<file path="config.mk">
export PLATFORM = sky130hd
export DESIGN_NAME = ccl_console
export DESIGN_NICKNAME = d
export VERILOG_FILES = /design/src/rtl/ccl_pkg.sv /design/src/rtl/ccl_console.sv
export SDC_FILE = /design/constraint.sdc
export NUM_CORES = 1
export LEC_CHECK = 0
export BUFFER_PORTS_ARGS = -buffer_cell sky130_fd_sc_hd__buf_2
export CAP_MARGIN = 20
export CORE_ASPECT_RATIO = 0.75
export CORE_MARGIN = 4
export CORE_UTILIZATION = 35
export CTS_CLUSTER_DIAMETER = 100
export CTS_CLUSTER_SIZE = 10
export DETAILED_ROUTE_END_ITERATION = 7
export SLEW_MARGIN = 25
export SYNTH_ARGS = -nofsm -noshare
export SYNTH_HDL_FRONTEND = slang
export SYNTH_SLANG_ARGS = --single-unit
</file>
<file path="constraint.sdc">
create_clock -name clk_in -period 10.25 [get_ports clk_in]
set_input_delay 3.075 -clock clk_in [delete_from_list [all_inputs] [get_ports clk_in]]
set_output_delay 3.075 -clock clk_in [all_outputs]
set_load 0.02 [all_outputs]
</file>
<file path="src/rtl/ccl_pkg.sv">
package ccl_pkg;
  localparam int NUM_CH = 8;
  localparam int WORD_W = 36;
  localparam int CLEAR_AW = 15;
  localparam logic [WORD_W-1:0] ENTRY_RST = 36'h000000000;
  localparam int ADDR_FIELD_W = 15;
  localparam int APB_AW = 12;
  localparam logic [APB_AW-1:0] OFF_STATUS = 12'h000;
  localparam logic [APB_AW-1:0] OFF_CHAN = 12'h004;
  localparam logic [APB_AW-1:0] OFF_ENTRY = 12'h008;
  localparam logic [APB_AW-1:0] OFF_CTRL = 12'h00C;
  localparam int ST_ACOV = 0;
  localparam int ST_DIVCK = 1;
  localparam int ST_IOCK = 2;
  localparam int ST_PSTOP = 3;
  localparam int ST_MSTOP = 4;
  localparam int ST_READY = 5;
  localparam int ST_AUTO = 6;
  localparam int ST_TRAPCTL = 7;
  localparam int ST_CLEARING = 8;
  localparam int CHAN_SEL_LSB = 0;
  localparam int CHAN_TCK_LSB = 8;
  localparam int CTRL_AUTO = 0;

  typedef struct packed {
    logic acc_carry_out;
    logic tno_exec;
    logic tov_exec;
    logic fix_div_ge;
    logic flt_div_zero;
    logic flt_div_big;
    logic halt_exec;
    logic chan_cmd_unsel;
    logic underrun;
    logic overrun;
    logic io_check_test;
    logic instr_done;
    logic io_busy;
    logic trap_mode;
    logic cpu_running;
  } ccl_cpu_t;

  typedef struct packed {
    logic [NUM_CH-1:0] ch_active;
    logic [NUM_CH-1:0] cmd_trap_en;
    logic [NUM_CH-1:0] tck_trap_en;
    logic [NUM_CH-1:0] write_err;
    logic [NUM_CH-1:0] read_hi_err;
    logic [NUM_CH-1:0] read_lo_err;
    logic [NUM_CH-1:0] rc_exec;
    logic [NUM_CH-1:0] in_trap;
    logic rw_select;
  } ccl_chan_t;

  typedef struct packed {
    logic start;
    logic clear;
    logic load;
    logic reset;
    logic entry_reset;
    logic disp_store;
    logic disp_ind;
    logic power_on;
  } ccl_keys_t;

  typedef struct packed {
    logic interlock_rst;
    logic operator_rst;
    logic poweron_rst;
    logic cycle_hold_n;
    logic store_force;
    logic ones_inhibit;
    logic [CLEAR_AW-1:0] clear_addr;
    logic disp_store_req;
    logic disp_ind_req;
    logic [ADDR_FIELD_W-1:0] disp_addr;
  } ccl_ctl_t;
endpackage : ccl_pkg

</file>
<file path="src/rtl/ccl_console.sv">
// Decided for this implementation: the address map and the APB register port.
`timescale 1ns/100ps
// Notes on behaviour
// - Register lamps lit for one, dark zero
// - Trap lamp follows transfer trapping mode
// - Overflow sets on carry; clears on tests
// - Select lamp on until unit disconnects
// - Divide check on fixed or float fault
// - One select lamp per channel A-H
// - Trap enable lamps follow channel enables
// - Tape check latch set on errors
// - Trap control dark while trap executes
// - Halt sets program stop; manual start clears
// - I-O check on faults; test clears
// - Ready lit except in automatic status
// - Automatic lamp on running or channels
// - Interlock reset from load, clear, power
// - Reset key gives operator reset
// - Power-on reset does not zero storage
// - Manual stops after instruction and I-O
// - Keys gated by automatic or manual status
// - Thirty-six entry keys, reset to zero
// - Automatic start clears master stop
// - Clear key zeroes storage, ones inhibited
// - Display keys only in manual status
// - Master stop drives cycle hold gate
module ccl_console #(
  parameter int NUM_CH = ccl_pkg::NUM_CH
) (
  input wire logic clk_in,
  input wire logic rst_in,
  input wire logic ce_in,
  input wire ccl_pkg::ccl_cpu_t cpu_in,
  input wire ccl_pkg::ccl_chan_t chan_in,
  input wire ccl_pkg::ccl_keys_t keys_in,
  input wire logic [ccl_pkg::WORD_W-1:0] entry_keys_in,
  input wire logic auto_sw_in,
  input wire logic [ccl_pkg::APB_AW-1:0] paddr_in,
  input wire logic psel_in,
  input wire logic penable_in,
  input wire logic pwrite_in,
  input wire logic [31:0] pwdata_in,
  output logic [31:0] prdata_out,
  output logic pready_out,
  output logic pslverr_out,
  output ccl_pkg::ccl_ctl_t ctl_out,
  output logic trap_lamp_out,
  output logic acov_lamp_out,
  output logic rw_lamp_out,
  output logic divck_lamp_out,
  output logic [NUM_CH-1:0] chsel_lamp_out,
  output logic [NUM_CH-1:0] cmdtrap_lamp_out,
  output logic [NUM_CH-1:0] tcktrap_lamp_out,
  output logic [NUM_CH-1:0] tapeck_lamp_out,
  output logic trapctl_lamp_out,
  output logic pstop_lamp_out,
  output logic iock_lamp_out,
  output logic ready_lamp_out,
  output logic auto_lamp_out,
  output logic mstop_lamp_out,
  output logic [ccl_pkg::WORD_W-1:0] entry_out
);
  import ccl_pkg::*;

  // ************************************************************
  // Key synchronisers
  // ************************************************************
  localparam int KW = 8 + WORD_W + 1;
  logic [KW-1:0] key_s1_r, key_s2_r, key_d_r;
  logic [KW-1:0] key_raw;
  assign key_raw = {keys_in, entry_keys_in, auto_sw_in};
  always_ff @(posedge clk_in or posedge rst_in) begin
    if (rst_in) begin
      key_s1_r <= '0;
      key_s2_r <= '0;
      key_d_r <= '0;
    end else if (ce_in) begin
      key_s1_r <= key_raw;
      key_s2_r <= key_s1_r;
      key_d_r <= key_s2_r;
    end
  end
  ccl_keys_t ks, kp;
  logic [WORD_W-1:0] ent_s;
  logic sw_auto;
  assign ks = ccl_keys_t'(key_s2_r[KW-1 -: 8]);
  assign ent_s = key_s2_r[WORD_W:1];
  assign sw_auto = key_s2_r[0];
  // Press edges so a held key acts once
  assign kp = ccl_keys_t'(key_s2_r[KW-1 -: 8] & ~key_d_r[KW-1 -: 8]);

  // ************************************************************
  // Status, key gating and resets
  // ************************************************************
  logic auto_st_r, auto_sel_r, mstop_r, clearing_r;
  logic [CLEAR_AW-1:0] clr_cnt_r;
  logic automatic_st;
  assign automatic_st = auto_sel_r;
  logic il_rst, op_rst, po_rst, any_rst;
  // Load and clear keys act only in automatic status
  assign il_rst = ((kp.load || kp.clear) && automatic_st) || kp.power_on || op_rst;
  assign op_rst = kp.reset || po_rst;
  assign po_rst = kp.power_on || (kp.clear && automatic_st);
  assign any_rst = il_rst;
  logic start_auto, start_man, clear_go, disp_s, disp_i;
  assign start_auto = kp.start && automatic_st;
  assign start_man = kp.start && !automatic_st;
  assign clear_go = kp.clear && automatic_st;
  assign disp_s = kp.disp_store && !automatic_st;
  assign disp_i = kp.disp_ind && !automatic_st;

  // Software may stand in for the switch; hardware switch wins when on
  always_ff @(posedge clk_in or posedge rst_in) begin
    if (rst_in) begin
      auto_sel_r <= 1'b0;
    end else if (ce_in) begin
      auto_sel_r <= sw_auto || auto_st_r;
    end
  end

  // ************************************************************
  // Master stop and cycle hold
  // ************************************************************
  always_ff @(posedge clk_in or posedge rst_in) begin
    if (rst_in) begin
      mstop_r <= 1'b1;
    end else if (ce_in) begin
      if (any_rst) begin
        mstop_r <= 1'b1;
      end else if (start_auto) begin
        mstop_r <= 1'b0;
      end else if (!automatic_st && !mstop_r) begin
        // Waits for the instruction and the unit to finish
        if (cpu_in.instr_done && !cpu_in.io_busy && !chan_in.rw_select) begin
          mstop_r <= 1'b1;
        end
      end else if (cpu_in.halt_exec) begin
        mstop_r <= 1'b1;
      end
    end
  end

  // ************************************************************
  // Status latches, set wins over clear
  // ************************************************************
  logic acov_r, divck_r, iock_r, pstop_r;
  logic [NUM_CH-1:0] tapeck_r;
  always_ff @(posedge clk_in or posedge rst_in) begin
    if (rst_in) begin
      acov_r <= 1'b0;
      divck_r <= 1'b0;
      iock_r <= 1'b0;
      pstop_r <= 1'b0;
    end else if (ce_in) begin
      if (cpu_in.acc_carry_out) begin
        acov_r <= 1'b1;
      end else if (cpu_in.tno_exec || cpu_in.tov_exec || any_rst) begin
        acov_r <= 1'b0;
      end
      if (cpu_in.fix_div_ge || cpu_in.flt_div_zero || cpu_in.flt_div_big) begin
        divck_r <= 1'b1;
      end else if (any_rst) begin
        divck_r <= 1'b0;
      end
      if (cpu_in.chan_cmd_unsel || cpu_in.underrun || cpu_in.overrun) begin
        iock_r <= 1'b1;
      end else if (cpu_in.io_check_test || any_rst) begin
        iock_r <= 1'b0;
      end
      if (cpu_in.halt_exec) begin
        pstop_r <= 1'b1;
      end else if (start_man || any_rst) begin
        pstop_r <= 1'b0;
      end
    end
  end

  genvar g;
  generate
    for (g = 0; g < NUM_CH; g++) begin : g_ch
      always_ff @(posedge clk_in or posedge rst_in) begin
        if (rst_in) begin
          tapeck_r[g] <= 1'b0;
        end else if (ce_in) begin
          if (chan_in.write_err[g] || (chan_in.read_hi_err[g] && chan_in.read_lo_err[g])) begin
            tapeck_r[g] <= 1'b1;
          end else if (chan_in.rc_exec[g] || any_rst) begin
            tapeck_r[g] <= 1'b0;
          end
        end
      end
    end
  endgenerate

  // ************************************************************
  // Clear storage and display requests
  // ************************************************************
  logic dsr_r, dir_r;
  logic [ADDR_FIELD_W-1:0] daddr_r;
  always_ff @(posedge clk_in or posedge rst_in) begin
    if (rst_in) begin
      clearing_r <= 1'b0;
      clr_cnt_r <= '0;
    end else if (ce_in) begin
      if (clear_go) begin
        clearing_r <= 1'b1;
        clr_cnt_r <= '0;
      end else if (clearing_r) begin
        clr_cnt_r <= clr_cnt_r + CLEAR_AW'(1);
        if (&clr_cnt_r) begin
          clearing_r <= 1'b0;
        end
      end
    end
  end

  always_ff @(posedge clk_in or posedge rst_in) begin
    if (rst_in) begin
      dsr_r <= 1'b0;
      dir_r <= 1'b0;
      daddr_r <= '0;
    end else if (ce_in) begin
      dsr_r <= disp_s;
      dir_r <= disp_i;
      if (disp_s) begin
        daddr_r <= entry_out[ADDR_FIELD_W-1:0];
      end
    end
  end

  // ************************************************************
  // Entry keys
  // ************************************************************
  logic [WORD_W-1:0] entry_r;
  logic ent_zero_r;
  always_ff @(posedge clk_in or posedge rst_in) begin
    if (rst_in) begin
      ent_zero_r <= 1'b1;
    end else if (ce_in) begin
      if (ks.entry_reset || kp.reset) begin
        ent_zero_r <= 1'b1;
      end else if (ent_s != key_d_r[WORD_W:1]) begin
        ent_zero_r <= 1'b0;
      end
    end
  end
  always_ff @(posedge clk_in or posedge rst_in) begin
    if (rst_in) begin
      entry_r <= ENTRY_RST;
    end else if (ce_in) begin
      entry_r <= (ks.entry_reset || ent_zero_r) ? ENTRY_RST : ent_s;
    end
  end
  assign entry_out = entry_r;

  // ************************************************************
  // Lamps
  // ************************************************************
  logic any_trap;
  assign any_trap = |chan_in.in_trap;
  always_ff @(posedge clk_in or posedge rst_in) begin
    if (rst_in) begin
      trap_lamp_out <= 1'b0;
      rw_lamp_out <= 1'b0;
      chsel_lamp_out <= '0;
      cmdtrap_lamp_out <= '0;
      tcktrap_lamp_out <= '0;
      trapctl_lamp_out <= 1'b1;
      auto_lamp_out <= 1'b0;
      ready_lamp_out <= 1'b1;
    end else if (ce_in) begin
      trap_lamp_out <= cpu_in.trap_mode;
      rw_lamp_out <= chan_in.rw_select;
      chsel_lamp_out <= chan_in.ch_active;
      cmdtrap_lamp_out <= chan_in.cmd_trap_en;
      tcktrap_lamp_out <= chan_in.tck_trap_en;
      trapctl_lamp_out <= !any_trap;
      auto_lamp_out <= (cpu_in.cpu_running && automatic_st) || |chan_in.ch_active;
      ready_lamp_out <= !automatic_st;
    end
  end
  assign acov_lamp_out = acov_r;
  assign divck_lamp_out = divck_r;
  assign iock_lamp_out = iock_r;
  assign pstop_lamp_out = pstop_r;
  assign tapeck_lamp_out = tapeck_r;
  assign mstop_lamp_out = mstop_r;

  always_comb begin
    ctl_out = '0;
    ctl_out.interlock_rst = il_rst;
    ctl_out.operator_rst = op_rst;
    ctl_out.poweron_rst = po_rst;
    ctl_out.cycle_hold_n = !mstop_r;
    ctl_out.store_force = clearing_r;
    ctl_out.ones_inhibit = clearing_r;
    ctl_out.clear_addr = clr_cnt_r;
    ctl_out.disp_store_req = dsr_r;
    ctl_out.disp_ind_req = dir_r;
    ctl_out.disp_addr = daddr_r;
  end

  // ************************************************************
  // APB slave, zero wait states
  // ************************************************************
  logic wr_en;
  assign wr_en = psel_in && penable_in && pwrite_in;
  assign pready_out = 1'b1;
  always_ff @(posedge clk_in or posedge rst_in) begin
    if (rst_in) begin
      auto_st_r <= 1'b0;
    end else if (ce_in) begin
      if (wr_en && paddr_in == OFF_CTRL) begin
        auto_st_r <= pwdata_in[CTRL_AUTO];
      end
    end
  end
  always_comb begin
    prdata_out = 32'h00000000;
    pslverr_out = 1'b0;
    unique case (paddr_in)
      OFF_STATUS: begin
        prdata_out[ST_ACOV] = acov_r;
        prdata_out[ST_DIVCK] = divck_r;
        prdata_out[ST_IOCK] = iock_r;
        prdata_out[ST_PSTOP] = pstop_r;
        prdata_out[ST_MSTOP] = mstop_r;
        prdata_out[ST_READY] = ready_lamp_out;
        prdata_out[ST_AUTO] = auto_lamp_out;
        prdata_out[ST_TRAPCTL] = trapctl_lamp_out;
        prdata_out[ST_CLEARING] = clearing_r;
      end
      OFF_CHAN: begin
        prdata_out[CHAN_SEL_LSB +: NUM_CH] = chsel_lamp_out;
        prdata_out[CHAN_TCK_LSB +: NUM_CH] = tapeck_r;
      end
      OFF_ENTRY: prdata_out = entry_r[31:0];
      OFF_CTRL: prdata_out[CTRL_AUTO] = auto_st_r;
      default: pslverr_out = psel_in && penable_in;
    endcase
  end

  // ************************************************************
  // Checks
  // ************************************************************
  a_ovf_set: assert property (@(posedge clk_in) disable iff (rst_in)
    ce_in && cpu_in.acc_carry_out |=> acov_lamp_out) else $error("overflow not set");
  a_ovf_clr: assert property (@(posedge clk_in) disable iff (rst_in)
    ce_in && !cpu_in.acc_carry_out && cpu_in.tov_exec |=> !acov_lamp_out)
    else $error("overflow not cleared");
  a_iock_set: assert property (@(posedge clk_in) disable iff (rst_in)
    ce_in && cpu_in.overrun |=> iock_lamp_out) else $error("io check not set");
  a_pstop_set: assert property (@(posedge clk_in) disable iff (rst_in)
    ce_in && cpu_in.halt_exec |=> pstop_lamp_out) else $error("halt lost");
  a_start_run: assert property (@(posedge clk_in) disable iff (rst_in)
    ce_in && start_auto && !any_rst |=> ctl_out.cycle_hold_n) else $error("start failed");
  a_ready_auto: assert property (@(posedge clk_in) disable iff (rst_in)
    ce_in && automatic_st |=> !ready_lamp_out) else $error("ready lit in auto");
  a_trapctl_dark: assert property (@(posedge clk_in) disable iff (rst_in)
    ce_in && |chan_in.in_trap |=> !trapctl_lamp_out) else $error("trap control lit");
  a_disp_manual: assert property (@(posedge clk_in) disable iff (rst_in)
    ctl_out.disp_store_req |-> $past(!automatic_st)) else $error("display in auto");
  a_tape_check: assert property (@(posedge clk_in) disable iff (rst_in)
    ce_in && chan_in.write_err[0] |=> tapeck_lamp_out[0]) else $error("tape check lost");
endmodule : ccl_console

</file>
== After elaboration in Yosys (flattened, before gate mapping) ==
Cells that the tools add are included.
Storage, ports and cells
  bits in registers: 249
  input bits: 175
  output and inout port bits: 150
Cells by class
  add/subtract/negate cells: 1
  equal/unequal tests: 5
  mux-type cells: 42
  bitwise gates (word level): 2
  reductions and logical operators: 96
Operators with widths (number)
  two-way mux 36 bit: 1
  != test 36 bit: 1
  two-way mux 1 bit: 35
  logical OR 1 bit: 33
  AND reduction 2 bit: 16
  two-way mux 15 bit: 2
  nonzero test 2 bit: 14
  == test 12 x 4 -> 1 bit, second input constant: 2
  case mux 8 bit (3 select lines): 1
  logical AND 1 bit: 21
  two-way mux 16 bit: 1
  OR reduction 8 bit: 2
  adder 15 x 1 -> 15 bit, second input constant: 1
  AND reduction 15 bit: 1
  case mux 7 bit (2 select lines): 1
  == test 12 x 3 -> 1 bit, second input constant: 1
  logical NOT 12 bit: 1
  AND 8 bit: 1
  NOT 8 bit: 1
  logical NOT 1 bit: 5
  != test 4 x 3 -> 1 bit, second input constant: 1
  case mux 1 bit (4 select lines): 1
  nonzero test 4 bit: 1
  OR reduction 4 bit: 1
  AND reduction 3 bit: 1

== Logic depth before layout (Yosys ltp) ==
Gate-level depths: netlist of run 1.
  word-level depth: 9
  mapped depth: 7

== Worst setup path after synthesis of run 1 ==
OpenSTA, ideal clock, no wires.
  path kind: input port to output port
  start: input paddr_in[7] (netlist name)
  end: output prdata_out[21]
  data arrival time: 4.285 ns
  required time: 7.175 ns
  slack: 2.890 ns
  stages on the path: 5
  buffers on the path: 1
  path through: nor4_1 -> nand3_2 -> nor2b_2 -> buf_2 -> and2_1
On the way
  longest elaborated chain between the ends: 2
RTL lines
  start, declared: line ccl_console.sv:38  | input wire logic [ccl_pkg::APB_AW-1:0] paddr_in,
  == test 12 x 4 -> 1 bit: line ccl_console.sv:321  | unique case (paddr_in)
  two-way mux 16 bit: line ccl_console.sv:321
  end, declared: line ccl_console.sv:43  | output logic [31:0] prdata_out,
No other way between the ends.

== Worst setup path in the final report of run 1 ==
Same ends and word-level chain as after synthesis.

==> results of run 1 <==
state kept, by name, summed over array words and instances (netlist names), 8 cells and up:
signal            cells
entry_out            36
tapeck_lamp_out       8
cmdtrap_lamp_out      8
clr_cnt_r            15
chsel_lamp_out        8
key_s2_r             45
key_s1_r             45
key_d_r              43
daddr_r              15
tcktrap_lamp_out      8
power by group:
part / total [mW] / switching [mW] / internal [mW]
Combinational: 0.460 / 0.247 / 0.213
Sequential: 1.23 / 0.118 / 1.11
Clock: 0.902 / 0.387 / 0.515
cell families after synthesis:
group | after synthesis | share of synthesized area [%]
AOI/OAI and AO/OA | 106 | 6.93
xor gates and xnor gates | 47 | 3.94
adders and majority gates | 1 | 0.120
buffers and inverters | 56 | 2.61
DFF | 247 | 59.2
muxes | 185 | 20.0
other | 1 | 0.0359
and+or+nand+nor | 140 | 7.17
Yosys cell counts, drive strengths merged (2+ instances only):
cell and number:
a211oi 2, a21oi 20, a22o 38, a22oi 7, a31oi 2, and2 16, and3 2, buf 35
clkbuf 13, dfrtp 243, dfstp 4, inv 7, mux2 175, mux2i 9, nand2 19, nand2b 5
nand3 10, nand3b 2, nand4 10, nor2 44, nor2b 5, nor3 9, nor3b 3, nor4 10
o211ai 2, o21ai 29, o31ai 2, or3 2, xnor2 24, xor2 23
cell type report:
class,count,share of cell area (%)
Sequential cell,247,47.3
Multi-Input combinational cell,480,30.5
Timing Repair Buffer,301,11.8
Clock buffer,50,5.99
Tap cell,392,3.75
Inverter,8,0.297
Clock inverter,2,0.268
Antenna cell,2,0.0383
per-stage QoR:
stage	util, %	setup WS [ns]	area, µm²	instances
after global routing	44.7	1.82	13100	1481
final	44.7	2.01	13100	1482
after CTS	44.7	2.02	13100	1480
after detailed placement	41.9	2.02	12200	1428
after global placement	41.8	2.10	12200	1427
after floorplan	-	0.395	10400	783
per-layer routing:
| metal | wire (µm) | vias to the layer above | share of wire [%] | track usage, % |
|---|---|---|---|---|
| li1 | - | 3354 | - | - |
| met1 | 12900 | 3605 | 47 | 23.5 |
| met2 | 12400 | 252 | 45 | 25.5 |
| met3 | 1830 | 47 | 6.6 | 3.63 |
| met4 | 612 | 2 | 2.2 | 3.81 |
| met5 | 20 | - | 0.072 | 0 |
worst max-delay path by stage:
stage	start	end	slack (ns)
final	paddr_in[7]	prdata_out[21]	2.01
after global routing	paddr_in[7]	prdata_out[30]	1.82
after CTS	paddr_in[7]	prdata_out[21]	2.02
after detailed placement	paddr_in[7]	prdata_out[21]	2.02
after global placement	paddr_in[7]	prdata_out[23]	2.10
after floorplan	rst_in	acov_lamp_out$_DFFE_PP0P_	0.40
worst max-delay path, delay by kind of cell:
kind                   cells  cell delay (ns)
buffers and inverters      2             0.26
and+or+nand+nor            4             1.81
==> summary.md, run 1 <==
| Metric | Value |
|---|---|
| Starting Density | 35.7% |
| Area of the multi-input gates | 3990 µm² |
| Area leader, netlist | dfrtp_1 |
| Mapped Area | 10,400 µm² |
| Reg2reg path depth | 4 |
| Fin. Hold Viols | 0 |
| Worst EP required | 7.18 ns |
| Nets@finish | 1,242 |
| FMAX | 121 MHz |
| WL final | 27,800 µm |
| VDD IR-drop max | 116 µV |
| Register area | 6190 µm² |
| Outcome | completed |
| Max-cap violation count | 0 |
| Clock Path Buffers | 3 |
| Synth area leaders | dfrtp_1 (58%), mux2_2 (18%), a22o_1 (3.2%) |
| Setup crit start kind | input port |
| HP Start | daddr_r[8]$_DFFE_PP0P_ |
| CTS root buf | clkbuf_16 |
| Drt drc | 0 |
| Slew @ Worst Pin | 0.916 ns |
| Number of synthesized flops with an enable pin | 0 |
| Crit-path cells | buf_2 -> nor4_1 -> nand3_2 -> nor2b_2 -> and2_1 -> buf_2 |
| Setup CP Type | input port to primary output |
| Post-layout minimum cycle time | 8.24 ns |
| Slowest-stage cell, CP | nor2b_2 |
| RSZ-0062 raised after global routing | false |
| Syn Area/Cell | 13.3 µm² |
| GPL Wtd Cong | 0.938 |
| # Post-CTS Setup Buffers | 0 |
| Die Y-Extent | 158 µm |
| Num CTS Buffers | 28 |
| Most frequent cells in the layout | buf_2 (291), dfrtp_1 (243), mux2_2 (165) |
| Post-synthesis cell count | 783 |
| Die footprint | 32,700 µm² |
| Layout cells sized above 1 | 47.2% |
| Core footprint | 29,300 µm² |
| First-pass GRT wire length | 42,900 µm |
| Vias in the first global route | 7,423 |
| Pwr/cell area | 198 nW/µm² |
| Via density | 4.90 |
| Hold path cells | 1 |
| Drt first pass iters | 4 |
| Worst path most repeated cell | buf_2 |
| CTS tree | built |
| Fin crit share | 80.4% |
| Area share of the largest cell type after synthesis | 58.2% |
| GRT Residual Overflow | 0 |
| HP Class | register to register |
| Tot Pwr | 2.59 mW |
| CTS H-tree depth | 1 |
| Main synth FF type | dfrtp_1 |
| Vias | 7,260 |
| Async S/R FF share, synth | 100% |
| Seq/Total Area, Yosys | 59.2% |
| Clock-pin transition on the worst setup and hold timing paths | 0.06 ns |
| Initial antenna violation count | 2 |
| R2R Setup Slk | 8.19 ns |
| Leak pwr | 6.19 nW |
| CP arrival | 5.17 ns |
| Iteration-0 DRC Markers | 424 |
| I/O Pins | 325 |
| Critical-path maximum fanout | 18 |
| Fillers | 2,733 |
| Setup Skew | 0.0152 ns |
| Ys Warns | 0 |
| Crit end category | primary output |
| Worst r2r src | auto_sel_r$_DFFE_PP0P_ |
| Setup violators final | 0 |
| Final Max Tran Viols | 0 |
| CTS Hold Bufs | 0 |
| Hold EP | daddr_r[8]$_DFFE_PP0P_ |
| Post-CTS Resized | 0 |
| Yosys cell types | 50 |
| Antenna-violating nets left | 0 |
| Worst Hold Slack | 0.481 ns |
| Buffers on Ports | 292 |
| Final setup TNS | 0 ns |
| Drt wl/cell | 18.7 µm |
| Largest net degree at the start of global routing | 123 |
| Die width | 207 µm |
| Rel. slew slack | 38.7% |
| Crit-path max cell delay | 0.69 ns |
| Commonest non-fill, non-tap cell in the layout | buf_2 |
| Clock sink count | 247 |
| FP Rows | 54 |
| RR Endpoint | daddr_r[11]$_DFFE_PP0P_ |
| Worst-Skew Late Latency | 0.54 ns |
| Area Overhead vs Synth | 25.2% |
| HPWL Detailed | 19,300 µm |
| Gr usage total | 16.3% |
| #FFs+latches synth | 247 |
| Syn_nets | 959 |
Power figures use the tool's default switching activity.
==> run 2: changes to the inputs <==
ABC_AREA = 1   (was unset)
clock period = 6.9 ns   (was 10.25 ns; I/O delays follow)
==> summary.md, run 2 <==
| Metric | Value |
|---|---|
| Outcome | completed |
| WL final | 30,700 µm |
| Leak pwr | 7.00 nW |
| CTS root buf | clkbuf_16 |
| Drt wl/cell | 16.0 µm |
| GRT Residual Overflow | 0 |
| FMAX | 174 MHz |
| Slew @ Worst Pin | 0.921 ns |
| Worst EP required | 4.83 ns |
| Gr usage total | 18.3% |
| Area post-placement | 12,300 µm² |
| Rel. slew slack | 38.6% |
| CTS tree | built |
| Syn_nets | 1,422 |
| Seq/Total Area, Yosys | 58.5% |
| Nets@finish | 1,689 |
| Setup CP Type | input port to primary output |
| Initial antenna violation count | 6 |
| Crit end category | primary output |
| Layout cells sized above 1 | 22.7% |
| Post-synth top cells | nand2_1 (519), dfrtp_1 (243), inv_1 (108) |
| Die Y-Extent | 158 µm |
| Ys Warns | 0 |
| First-pass GRT wire length | 49,000 µm |
| Async S/R FF share, synth | 100% |
| Fin. Hold Viols | 0 |
| CP arrival | 3.67 ns |
| Die width | 209 µm |
| Final Max Tran Viols | 0 |
| #FFs+latches synth | 247 |
| Top Registers | key_s1_r (45), key_s2_r (45), key_d_r (43) |
| Pre-CTS setup slack | 1.22 ns |
| Main synth FF type | dfrtp_1 |
| Post-CTS Resized | 0 |
| CTS H-tree depth | 1 |
| Via density | 4.72 |
| Pwr/cell area | 286 nW/µm² |
| Commonest non-fill, non-tap cell in the layout | nand2_1 |
| Buffers on Ports | 292 |
| # diodes | 0 |
| Final setup TNS | 0 ns |
| I/O Pins | 325 |
| Area leader, netlist | dfrtp_1 |
| Comb power frac | 17.7% |
| Count leader, synth | nand2_1 |
| Flop pwr share | 46.5% |
| Power share of the clock group | 35.7% |
| Syn Area/Cell | 8.48 µm² |
| Area Overhead vs Synth | 24.6% |
| Die footprint | 33,100 µm² |
| Drt first pass iters | 5 |
| Critical-path maximum fanout | 28 |
| Finished layout cell area | 13,200 µm² |
| Clock-pin transition on the worst setup and hold timing paths | 0.05 ns |
| Worst-Skew Late Latency | 0.55 ns |
| Synth area leaders | dfrtp_1 (58%), nand2_1 (18%), o21ai_0 (4.7%) |
| Yosys cell types | 42 |
| Mapped Area | 10,600 µm² |
| RSZ-0062 raised after global routing | false |
| Most frequent cells in the layout | nand2_1 (519), buf_2 (291), dfrtp_1 (243) |
| Setup violators final | 0 |
| Drt drc | 0 |
| Iteration-0 DRC Markers | 568 |
| Post-layout minimum cycle time | 5.74 ns |
| P_int | 2.61 mW |
| HPWL Detailed | 21,400 µm |
| Clock sink count | 247 |
| Area share of the largest cell type after synthesis | 57.5% |
| Final core occ | 44.8% |
| Max-cap violation count | 0 |
| Clock Path Buffers | 3 |
| Fin crit share | 83.2% |
| Setup crit start kind | input port |
| FP Rows | 54 |
| Number of synthesized flops with an enable pin | 0 |
| HP Class | register to register |
| Num CTS Buffers | 28 |
| GPL Wtd Cong | 0.863 |
| Setup Skew | 0.0160 ns |
| Starting Density | 36.0% |
| VDD IR-drop max | 160 µV |
| Core footprint | 29,400 µm² |
| Antenna-violating nets left | 0 |
| Vias | 9,104 |
| Worst setup margin | 1.16 ns |
| Sw Pwr | 1.15 mW |
| Post-synthesis cell count | 1,246 |
| # Post-CTS Setup Buffers | 0 |
| Vias in the first global route | 8,821 |
| Largest net degree at the start of global routing | 168 |
| Switching fraction of total power | 30.6% |
| CTS Hold Bufs | 0 |
==> run 2: layout make-up <==
| type | instances | area (µm²) |
|---|---|---|
| Fill cell | 2976 | 16200 |
| Inverter | 113 | 433 |
| Sequential cell | 247 | 6190 |
| Clock inverter | 2 | 21.3 |
| Clock buffer | 50 | 783 |
| Timing Repair Buffer | 300 | 1590 |
| Multi-Input combinational cell | 823 | 3660 |
| Tap cell | 392 | 490 |
==> run 2: worst paths after layout <==
| kind | start | to | slack (ns) | cells after the start |
|---|---|---|---|---|
| max in group asynchronous | rst_in | key_s2_r[33]$_DFFE_PP0P_ | 3.88 | 5 |
| hold / removal | key_d_r[38]$_DFFE_PP0P_ | dir_r$_DFFE_PP0P_ | 0.45 | 1 |
| setup reg to reg | auto_sel_r$_DFFE_PP0P_ | tapeck_lamp_out[6]$_DFFE_PP0P_ | 4.88 | 6 |
| min in group asynchronous | rst_in | entry_out[27]$_DFFE_PP0P_ | 1.57 | 3 |
| setup / recovery | paddr_in[1] | prdata_out[6] | 1.16 | 7 |
| hold reg to reg | key_d_r[38]$_DFFE_PP0P_ | dir_r$_DFFE_PP0P_ | 0.45 | 1 |
==> run 2: kinds of logic after synthesis <==
group           after synthesis  synth area share (%)
simple gates                632                  23.8
compound gates              165                  8.66
fa+ha+maj                     1                 0.118
xor+xnor                     23                  1.91
flops                       247                  58.5
mux                           1                0.0947
other cells                   1                0.0355
buf+inv                     176                  6.81
==> run 2: worst max-delay path: stages <==
cell and delay [ns]:
buf_2 0.09, or2_2 0.30, inv_1 0.08, nand4_1 0.23
buf_4 0.34, o221ai_1 0.31, buf_2 0.23
==> run 2: through the flow <==
stage / hold slack, ns / total power, mW / std cells
2_1_floorplan: 0.430 / 2.19 / 1246
3_3_place_gp: 0.438 / 2.44 / 1874
3_5_place_dp: 0.441 / 2.45 / 1874
4_1_cts: 0.450 / 3.82 / 1926
5_1_grt: 0.478 / 3.99 / 1927
6_report: 0.450 / 3.76 / 1927
==> run 2: power by group through the flow <==
stage	clock [mW]	sequential, mW	combinational, mW
CTS	1.39	1.75	0.678
global placement	0	1.77	0.667
global route	1.46	1.77	0.752
detailed placement	0	1.77	0.676
finish	1.34	1.75	0.667
floorplan	0	1.85	0.336
==> run 2: metal layers <==
metal / global-route usage [%] / vias to the layer above / wire length [µm]
met3: 5.77 / 49 / 2670
met5: 0 / - / 80
met4: 3.01 / 12 / 443
li1: - / 4461 / -
met2: 28.6 / 309 / 13400
met1: 25.8 / 4273 / 14200
